[src/inc/gaac_map.svh]
`ifndef GAAC_MAP_SVH
`define GAAC_MAP_SVH
// Register offsets
`define GAAC_OFS_AMP_MODE     8'h90
`define GAAC_OFS_AMP_CHAN     8'h91
`define GAAC_OFS_CHOP_SEL     8'h92
`define GAAC_OFS_CONV_MODE    8'h93
`define GAAC_OFS_CONV_DIV     8'h94
`define GAAC_OFS_FILTER_MODE  8'h97
`define GAAC_OFS_RESULT_LO    8'h98
`define GAAC_OFS_RESULT_HI    8'h99
// Reset values
`define GAAC_RST_AMP_MODE     8'h3E
`define GAAC_RST_AMP_CHAN     4'h0
`define GAAC_RST_CHOP_SEL     3'h0
`define GAAC_RST_CONV_MODE    4'h0
`define GAAC_RST_CONV_DIV     8'h00
// Amplifier mode fields
`define GAAC_AMP_EN_BIT       0
`define GAAC_GAIN_LSB         1
`define GAAC_CHOP_LF_LSB      4
`define GAAC_BANDGAP_BIT      6
// Converter mode fields
`define GAAC_CONV_EN_BIT      0
`define GAAC_REF_SEL_LSB      1
`define GAAC_SPAN_BIT         3
`define GAAC_RSVD_BIT         4
// Filter mode fields
`define GAAC_DATA_READY_FLAG_BIT         0
`define GAAC_WRS_BIT          2
// Codes
`define GAAC_GAIN_UNITY       3'h7
`define GAAC_CHAN_DIFF        4'h0
`define GAAC_CHAN_SHORT       4'h6
`define GAAC_REF_EXT          2'h0
`define GAAC_REF_INT          2'h2
// Timing counts and result full scale
`define GAAC_CHOP_PREDIV      32
`define GAAC_WORD_CLOCKS      4000
`define GAAC_FULL_SCALE       16'h7A12
`endif

[src/inc/gaac_pkg.sv]
package gaac_pkg;
   typedef enum logic [2:0] {
      GAAC_GAIN_12P5 = 3'h0,
      GAAC_GAIN_50   = 3'h1,
      GAAC_GAIN_100  = 3'h2,
      GAAC_GAIN_200  = 3'h3,
      GAAC_GAIN_1    = 3'h7
   } gaac_gain_t;
   typedef enum logic [2:0] {
      GAAC_S_IDLE = 3'b001,
      GAAC_S_RUN  = 3'b010,
      GAAC_S_DONE = 3'b100
   } gaac_state_t;
endpackage

[src/inc/gaac_clk_if.sv]
`timescale 1ns/10ps
// Enable-pulse clock bundle between the top and its converter clock divider
interface gaac_clk_if;
   logic       run;
   logic [7:0] div_value;
   logic       tick;
   modport ctrl (output run, output div_value, input tick);
   modport gen  (input run, input div_value, output tick);
endinterface

[src/hdl/gaac_divider.sv]
`timescale 1ns/10ps
// Programmable enable divider: a tick every (limit+1)*2 cycles
module gaac_divider
   import gaac_pkg::*;
(
   // Clock and reset
   input  wire logic clock,
   input  wire logic rst_n,
   // Control bundle
   gaac_clk_if.gen   bus
);
   logic [7:0] cnt_reg;
   logic       half_reg;

   // Counter clears while stopped so restarts are phase-clean
   always_ff @(posedge clock or negedge rst_n) begin
      if (!rst_n) begin
         cnt_reg  <= 8'h00;
         half_reg <= 1'b0;
         bus.tick <= 1'b0;
      end else begin
         bus.tick <= 1'b0;
         if (!bus.run) begin
            cnt_reg  <= 8'h00;
            half_reg <= 1'b0;
         end else if (cnt_reg >= bus.div_value) begin
            cnt_reg  <= 8'h00;
            half_reg <= ~half_reg;
            bus.tick <= half_reg;
         end else begin
            cnt_reg <= cnt_reg + 8'h01;
         end
      end
   end
endmodule

[src/hdl/gaac_chopper.sv]
`timescale 1ns/10ps
`include "gaac_map.svh"
// Chopper clock: clock / 32 / 2^sel as a square wave
module gaac_chopper
   import gaac_pkg::*;
(
   // Clock and reset
   input  wire logic       clock,
   input  wire logic       rst_n,
   // Control
   input  wire logic [2:0] sel,
   output logic            chop_clk
);
   logic [11:0] cnt_reg;
   logic [11:0] half_period;

   // Half period in cycles
   assign half_period = 12'(`GAAC_CHOP_PREDIV / 2) << sel;

   always_ff @(posedge clock or negedge rst_n) begin
      if (!rst_n) begin
         cnt_reg  <= 12'h000;
         chop_clk <= 1'b0;
      end else if (cnt_reg >= half_period - 12'h001) begin
         cnt_reg  <= 12'h000;
         chop_clk <= ~chop_clk;
      end else begin
         cnt_reg <= cnt_reg + 12'h001;
      end
   end
endmodule

[src/hdl/gaac_top.sv]
// Chosen here: the plain strobed port.
`timescale 1ns/10ps
`include "gaac_map.svh"
// Summary of operation
// - Amp mode bit 0 enables amplifier; resets to 0.
// - Gain field bits 3:1 selects 12.5/50/100/200/1; resets to 111.
// - Amp mode bit 6 enables band-gap; set before analog use.
// - At 1x gain the path works even with amplifier disabled.
// - Chopper clock is clock/32/2^select; write-only, resets 0.
// - Channel 0000 routes differential pair, 0110 shorts inputs.
// - Converter mode bit 0 enables converter; resets to 0.
// - Reference field 00 picks external pins, 10 internal.
// - Span bit picks small or doubled internal reference span.
// - Result is 16-bit two's complement, diff/span times 31250.
// - Converter clock is clock/(256-divider)/2; write-only, reset 0.
// - Data-ready sets on each new result; software clears it.
// - Word rate is converter clock/4000, halved when bit set.
// - Result readable as low and high read-only bytes, reset 0.
module gaac_top
   import gaac_pkg::*;
(
   // Clock and reset
   input  wire logic        clock,
   input  wire logic        rst_n,
   // Register port
   input  wire logic [7:0]  addr,
   input  wire logic [7:0]  wdata,
   input  wire logic        wr,
   input  wire logic        rd,
   output logic      [7:0]  rdata,
   // Modulator side
   input  wire logic        mod_result_valid,
   input  wire logic [15:0] mod_result,
   // Analog controls
   output logic             amp_power_on,
   output logic      [2:0]  gain_select,
   output logic             amp_bypass,
   output logic      [1:0]  chopper_low_freq_setting,
   output logic             bandgap_enable,
   output logic             chopper_clock,
   output logic             input_route_diff,
   output logic             input_route_short,
   output logic             converter_enable,
   output logic             reference_external,
   output logic             reference_internal,
   output logic             internal_reference_span,
   output logic             converter_clock_tick,
   output logic             word_tick
);
   logic [7:0]  amp_mode_reg;
   logic [3:0]  amp_channel_select_reg;
   logic [2:0]  chopper_clock_select_reg;
   logic [3:0]  converter_mode_reg;
   logic [7:0]  converter_clock_divider_reg;
   logic        data_ready_flag_reg;
   logic        word_rate_select_reg;
   logic [15:0] result_reg;
   logic [12:0] word_cnt_reg;
   logic        word_half_reg;
   gaac_state_t state_reg;
   logic        wr_amp;
   logic        wr_chan;
   logic        wr_chop;
   logic        wr_conv;
   logic        wr_div;
   logic        wr_filt;
   logic        new_result;
   logic        chop_raw;
   logic [15:0] capped;
   gaac_clk_if  conv_clk ();

   // Address decode
   assign wr_amp  = wr && (addr == `GAAC_OFS_AMP_MODE);
   assign wr_chan = wr && (addr == `GAAC_OFS_AMP_CHAN);
   assign wr_chop = wr && (addr == `GAAC_OFS_CHOP_SEL);
   assign wr_conv = wr && (addr == `GAAC_OFS_CONV_MODE);
   assign wr_div  = wr && (addr == `GAAC_OFS_CONV_DIV);
   assign wr_filt = wr && (addr == `GAAC_OFS_FILTER_MODE);

   // Amplifier mode register; bit 7 unimplemented
   always_ff @(posedge clock or negedge rst_n) begin
      if (!rst_n) begin
         amp_mode_reg <= `GAAC_RST_AMP_MODE;
      end else if (wr_amp) begin
         amp_mode_reg <= {1'b0, wdata[6:0]};
      end
   end

   // Channel, chopper and converter setup registers
   always_ff @(posedge clock or negedge rst_n) begin
      if (!rst_n) begin
         amp_channel_select_reg      <= `GAAC_RST_AMP_CHAN;
         chopper_clock_select_reg    <= `GAAC_RST_CHOP_SEL;
         converter_mode_reg          <= `GAAC_RST_CONV_MODE;
         converter_clock_divider_reg <= `GAAC_RST_CONV_DIV;
      end else begin
         if (wr_chan)
            amp_channel_select_reg <= wdata[3:0];
         if (wr_chop)
            chopper_clock_select_reg <= wdata[2:0];
         if (wr_conv)
            converter_mode_reg <= wdata[3:0];
         if (wr_div)
            converter_clock_divider_reg <= wdata;
      end
   end

   // Word rate select, software writable
   always_ff @(posedge clock or negedge rst_n) begin
      if (!rst_n) begin
         word_rate_select_reg <= 1'b0;
      end else if (wr_filt) begin
         word_rate_select_reg <= wdata[`GAAC_WRS_BIT];
      end
   end

   // Converter clock divider runs only while converter enabled
   assign conv_clk.run = converter_mode_reg[`GAAC_CONV_EN_BIT];
   // Count limit 255-div gives (256-div) cycles per half
   assign conv_clk.div_value = 8'hFF - converter_clock_divider_reg;

   gaac_divider u_conv_div (
      .clock (clock),
      .rst_n (rst_n),
      .bus   (conv_clk.gen)
   );

   gaac_chopper u_chop (
      .clock    (clock),
      .rst_n    (rst_n),
      .sel      (chopper_clock_select_reg),
      .chop_clk (chop_raw)
   );

   // Word-rate sequencer over converter clock ticks
   always_ff @(posedge clock or negedge rst_n) begin
      if (!rst_n) begin
         state_reg     <= GAAC_S_IDLE;
         word_cnt_reg  <= 13'h0000;
         word_half_reg <= 1'b0;
      end else begin
         unique case (state_reg)
            GAAC_S_IDLE: begin
               word_cnt_reg  <= 13'h0000;
               word_half_reg <= 1'b0;
               if (conv_clk.run)
                  state_reg <= GAAC_S_RUN;
            end
            GAAC_S_RUN: begin
               if (!conv_clk.run) begin
                  state_reg <= GAAC_S_IDLE;
               end else if (conv_clk.tick) begin
                  if (word_cnt_reg == 13'(`GAAC_WORD_CLOCKS - 1)) begin
                     word_cnt_reg <= 13'h0000;
                     // Half rate: only every second word is posted
                     word_half_reg <= ~word_half_reg;
                     if (!word_rate_select_reg || word_half_reg)
                        state_reg <= GAAC_S_DONE;
                  end else begin
                     word_cnt_reg <= word_cnt_reg + 13'h0001;
                  end
               end
            end
            GAAC_S_DONE: begin
               word_half_reg <= 1'b0;
               state_reg <= conv_clk.run ? GAAC_S_RUN : GAAC_S_IDLE;
            end
         endcase
      end
   end

   assign new_result = (state_reg == GAAC_S_DONE) && conv_clk.run;

   // Clamp modulator sample to documented full scale
   always_comb begin
      capped = mod_result;
      if (!mod_result[15] && mod_result > `GAAC_FULL_SCALE)
         capped = `GAAC_FULL_SCALE;
      else if (mod_result[15] && mod_result < (16'h0000 - `GAAC_FULL_SCALE))
         capped = 16'h0000 - `GAAC_FULL_SCALE;
   end

   // Result latch; last modulator word held at word boundary
   always_ff @(posedge clock or negedge rst_n) begin
      if (!rst_n) begin
         result_reg <= 16'h0000;
      end else if (new_result && mod_result_valid) begin
         result_reg <= capped;
      end
   end

   // Data-ready: a new result beats a same-cycle software clear
   always_ff @(posedge clock or negedge rst_n) begin
      if (!rst_n) begin
         data_ready_flag_reg <= 1'b0;
      end else if (new_result && mod_result_valid) begin
         data_ready_flag_reg <= 1'b1;
      end else if (wr_filt && !wdata[`GAAC_DATA_READY_FLAG_BIT]) begin
         data_ready_flag_reg <= 1'b0;
      end
   end

   // Read mux; write-only and unmapped addresses read zero
   always_ff @(posedge clock or negedge rst_n) begin
      if (!rst_n) begin
         rdata <= 8'h00;
      end else if (rd) begin
         unique case (addr)
            `GAAC_OFS_AMP_MODE:    rdata <= amp_mode_reg;
            `GAAC_OFS_AMP_CHAN:    rdata <= {4'h0, amp_channel_select_reg};
            `GAAC_OFS_CONV_MODE:   rdata <= {4'h0, converter_mode_reg};
            `GAAC_OFS_FILTER_MODE: rdata <= {5'h00, word_rate_select_reg,
                                             1'b0, data_ready_flag_reg};
            `GAAC_OFS_RESULT_LO:   rdata <= result_reg[7:0];
            `GAAC_OFS_RESULT_HI:   rdata <= result_reg[15:8];
            default:               rdata <= 8'h00;
         endcase
      end else begin
         rdata <= 8'h00;
      end
   end

   // Registered analog controls
   always_ff @(posedge clock or negedge rst_n) begin
      if (!rst_n) begin
         amp_power_on             <= 1'b0;
         gain_select              <= `GAAC_GAIN_UNITY;
         amp_bypass               <= 1'b0;
         chopper_low_freq_setting <= 2'h3;
         bandgap_enable           <= 1'b0;
         chopper_clock            <= 1'b0;
         input_route_diff         <= 1'b0;
         input_route_short        <= 1'b0;
         converter_enable         <= 1'b0;
         reference_external       <= 1'b0;
         reference_internal       <= 1'b0;
         internal_reference_span  <= 1'b0;
         converter_clock_tick     <= 1'b0;
         word_tick                <= 1'b0;
      end else begin
         amp_power_on <= amp_mode_reg[`GAAC_AMP_EN_BIT];
         gain_select  <= amp_mode_reg[`GAAC_GAIN_LSB +: 3];
         // Unity gain with amp off passes the signal straight through
         amp_bypass <= !amp_mode_reg[`GAAC_AMP_EN_BIT] &&
            (amp_mode_reg[`GAAC_GAIN_LSB +: 3] == `GAAC_GAIN_UNITY);
         chopper_low_freq_setting <= amp_mode_reg[`GAAC_CHOP_LF_LSB +: 2];
         bandgap_enable <= amp_mode_reg[`GAAC_BANDGAP_BIT];
         chopper_clock  <= chop_raw;
         input_route_diff  <= amp_channel_select_reg == `GAAC_CHAN_DIFF;
         input_route_short <= amp_channel_select_reg == `GAAC_CHAN_SHORT;
         converter_enable  <= converter_mode_reg[`GAAC_CONV_EN_BIT];
         reference_external <= converter_mode_reg[`GAAC_REF_SEL_LSB +: 2]
                               == `GAAC_REF_EXT;
         reference_internal <= converter_mode_reg[`GAAC_REF_SEL_LSB +: 2]
                               == `GAAC_REF_INT;
         internal_reference_span <= converter_mode_reg[`GAAC_SPAN_BIT];
         // Gate with run so no tick outlives the enable it belongs to
         converter_clock_tick <= conv_clk.tick && conv_clk.run;
         word_tick <= new_result;
      end
   end
endmodule

[config.mk]
export PLATFORM = sky130hd
export DESIGN_NAME = gaac_top
export DESIGN_NICKNAME = d
export VERILOG_FILES = /design/src/inc/gaac_pkg.sv /design/src/inc/gaac_clk_if.sv /design/src/hdl/gaac_divider.sv /design/src/hdl/gaac_chopper.sv /design/src/hdl/gaac_top.sv
export VERILOG_INCLUDE_DIRS = /design/src /design/src/inc
export SDC_FILE = /design/constraint.sdc
export NUM_CORES = 1
export LEC_CHECK = 0
export BUFFER_PORTS_ARGS = -buffer_cell sky130_fd_sc_hd__buf_2
export CORE_MARGIN = 2
export CORE_UTILIZATION = 35
export CTS_CLUSTER_SIZE = 40
export DETAILED_ROUTE_END_ITERATION = 7
export GPL_TIMING_DRIVEN = 0
export PLACE_DENSITY = 0.53
export SLEW_MARGIN = 20
export SYNTH_ARGS = -nofsm -noshare
export SYNTH_HDL_FRONTEND = slang
export SYNTH_SLANG_ARGS = --single-unit
[constraint.sdc]
create_clock -name clock -period 1.72 [get_ports clock]
set_clock_uncertainty 0.1 [all_clocks]
set_input_delay 0.516 -clock clock [delete_from_list [all_inputs] [get_ports clock]]
set_output_delay 0.516 -clock clock [all_outputs]
set_load 0.01 [all_outputs]
==> results.toml <==
[routing]
route.top_layer_used = "met4"
first_iter_violations = 263
detailroute.wirelength.met2_um = 5760
drt_pass1_iterations = 4
via_count = 3903
wl_met3_um = 490
residual_drc = 0
routed_wirelength_um = 12000
antenna_left = 0
routedLengthMet1_um = 5620
avgViaCountPerCell = 5.06
wl_per_cell_um = 15.6

[yosys]
count_of_synthesis_stage_warnings_from_yosys = 0
post_synth_inst_count = 491
postSynthRegisterBits = 109
post-synth-top-area-cell = "sky130_fd_sc_hd__dfrtp_1"
synth_top_area_share_pct = 47.3
synth-async-reset-ratio_pct = 100
number_of_enable_flip_flop_cells_after_synthesis = 0
synth.top_cells.by_area = "sky130_fd_sc_hd__dfrtp_1 47%, sky130_fd_sc_hd__mux2_2 7.4%, sky130_fd_sc_hd__dfstp_2 5.6%, sky130_fd_sc_hd__nor2_1 4.6%, sky130_fd_sc_hd__ha_1 4.6%"
synth_flop_cell = "sky130_fd_sc_hd__dfrtp_1"
synth.avg_cell_area_um2 = 10.6
proportion_of_synthesized_chip_area_in_sequential_cells_pct = 52.9
yosys.cell_types.count = 51
syn-cell-area_um2 = 5180
synth_fp_nets = 547

[timing]
setup_ws_final_ns = -0.152
drv_slew = 0
hold_ws_ns = 0.279
period_minus_slack_ns = 1.87
fin_crit_sh_pct = 109
grt_setup_unrepaired = "true"
tns_ns = -2.45
max_freq_mhz = 534
report.final.setup_viol = 24
finalHoldViolations = 0

[worst_setup_path]
cp.required_ns = 1.90
worstSetupEndpointType = "register"
critPathArrivalTime_ns = 2.06
timing.critical_path.from_type = "register"
critical_path_peak_fanout = 5
critPathKind = "reg2reg"

[finish]
post-route-util_pct = 45.1
largest_register_ffs = 16
final_cells = 772
layout-area-overhead-vs-synth_pct = 25.8
number_of_fillers_in_the_final_layout = 1386
regArea_um2 = 2750
finish.instance_area_um2 = 6530
nets = 639
multi_input_area_um2 = 2620
diodes = 0
drive_above_1_share_pct = 35.2

[global_routing]
grt_pass1_wl_um = 20000
number_of_global_route_vias_before_repair = 3939
global_route.usage.total_pct = 15.7
antenna_found_initial = 0
grt_start_max_net_pins = 66
grt-ovfl-total = 0

[floorplanning]
placeableCoreArea_um2 = 14500
floorplan.io_pins = 62
die_area_um2 = 15800
die_w_um = 126
chipHeight_um = 126
rows = 44
initial_core_util_pct = 35.8

[place]
dp_hpwl_um = 8550
dpl_worst_slack_ns = -0.391
gpl.final_weighted_congestion = 0.878
dp_cells = 734
portBuffers = 58
placement.cell_area_um2 = 5790

[min_path]
holdCritPathClass = "in2reg"

[pwr]
p_total_mw = 6.32
power.leakage_nw = 3.07
power_per_cell_area_nw_per_um2 = 969
ir_drop_mv = 0.526

[clock_network]
htree_num_levels = 3
clock_insertion_delay_worst_skew_ns = 0.36
clk_pin_slew_worst_paths_ns = 0.08
numCtsBuffers = 9
root_buffer = "sky130_fd_sc_hd__clkbuf_16"
maximum_count_of_clock_buffers_along_a_single_path = 2
cts_num_sinks = 109
tritoncts = "done"

[outcome]
failed_checks = "negative setup slack"
run_status = "complete, but fails checks"

[job]
max-cap-violations = 0
## metal layers
metal / vias to the layer above / GRT usage [%]
met2: 75 / 24.9
li1: 1918 / -
met4: 0 / 4.05
met3: 14 / 4.46
met1: 1896 / 21.4
met5: - / 0
## synth_stat cells, types with 11 or more instances
master and number:
sky130_fd_sc_hd__xor2_1 11, sky130_fd_sc_hd__nand4_1 12, sky130_fd_sc_hd__nand2_1 56, sky130_fd_sc_hd__dfrtp_1 98, sky130_fd_sc_hd__xnor2_1 15, sky130_fd_sc_hd__a21oi_1 12, sky130_fd_sc_hd__o21ai_0 18, sky130_fd_sc_hd__ha_1 19
sky130_fd_sc_hd__nor3_1 13, sky130_fd_sc_hd__nand3_1 15, sky130_fd_sc_hd__mux2_2 34, sky130_fd_sc_hd__dfstp_2 11, sky130_fd_sc_hd__nor2_1 64
## worst paths after layout
kind | start | slack [ns] | to | cells after the start
setup / recovery | chopper_clock_select_reg[0] | -0.15 | u_chop.cnt_reg[1] | 8
min in group asynchronous | rst_n | 0.56 | u_chop.cnt_reg[2] | 2
hold / removal | mod_result[14] | 0.28 | result_reg[14] | 3
max in group asynchronous | rst_n | 0.29 | state_reg[0] | 3
hold reg to reg | amp_mode_reg[2] | 0.29 | gain_select[1] | 0
setup reg to reg | chopper_clock_select_reg[0] | -0.15 | u_chop.cnt_reg[1] | 8
## layout make-up
cell class              instances  share of cell area, %
inverters                      10                  0.575
repair buffers                 84                   8.00
clock buffers                  11                   3.72
flip-flops and latches        109                   42.1
plain buffers                  12                   1.25
well taps                     184                   3.53
multi-input cells             357                   40.2
clock inverters                 5                  0.652
## logic make-up (layout without fill, tap and decap cells)
group | Yosys count | after routing | synth area share [%]
AND/OR/NAND/NOR | 205 | 205 | 19.5
flip-flops | 109 | 109 | 52.9
AO/OA/AOI/OAI | 65 | 65 | 7.89
multiplexers | 41 | 41 | 8.74
XOR/XNOR | 26 | 26 | 4.39
buffers and inverters | 25 | 122 | 1.95
adder cells (fa/ha/maj) | 19 | 19 | 4.58
other | 1 | 1 | 0.0723
## placed cells by master, fill, tap and decap left out, drive strengths merged, types with 11 or more instances in the layout
cell	instances
a21oi	12
buf	87
clkbuf	19
dfrtp	98
dfstp	11
ha	19
inv	12
mux2	34
nand2	57
nand3	15
nand4	12
nor2	64
nor3	14
o21ai	20
xnor2	15
xor2	11
## where the power goes
part | total [mW] | internal, mW | switching, mW
Sequential | 2.95 | 2.78 | 0.168
Combinational | 1.35 | 0.580 | 0.767
Clock | 2.02 | 1.04 | 0.984
Total | 6.32 | 4.40 | 1.92
## repair_timing
item / 4_1_cts / 5_1_grt
hold endpoints to repair: 34 / 0
setup endpoints to repair: 55 / 67
gates cloned: 1 / 0
pin swaps: 17 / 18
gates resized for setup: 30 / 46
buffers inserted: 11 / 12
hold buffers: 1 / 0
## critical path, stage by stage, from the launching register on
cell and delay [ns]:
sky130_fd_sc_hd__dfrtp_1 0.43, sky130_fd_sc_hd__nor3_2 0.21, sky130_fd_sc_hd__ha_1 0.25, sky130_fd_sc_hd__nand4_1 0.11, sky130_fd_sc_hd__o21ai_2 0.08, sky130_fd_sc_hd__a211oi_2 0.26
sky130_fd_sc_hd__o21ai_4 0.12, sky130_fd_sc_hd__buf_6 0.15, sky130_fd_sc_hd__nor2_1 0.09
(Power assumes the default switching activity.)
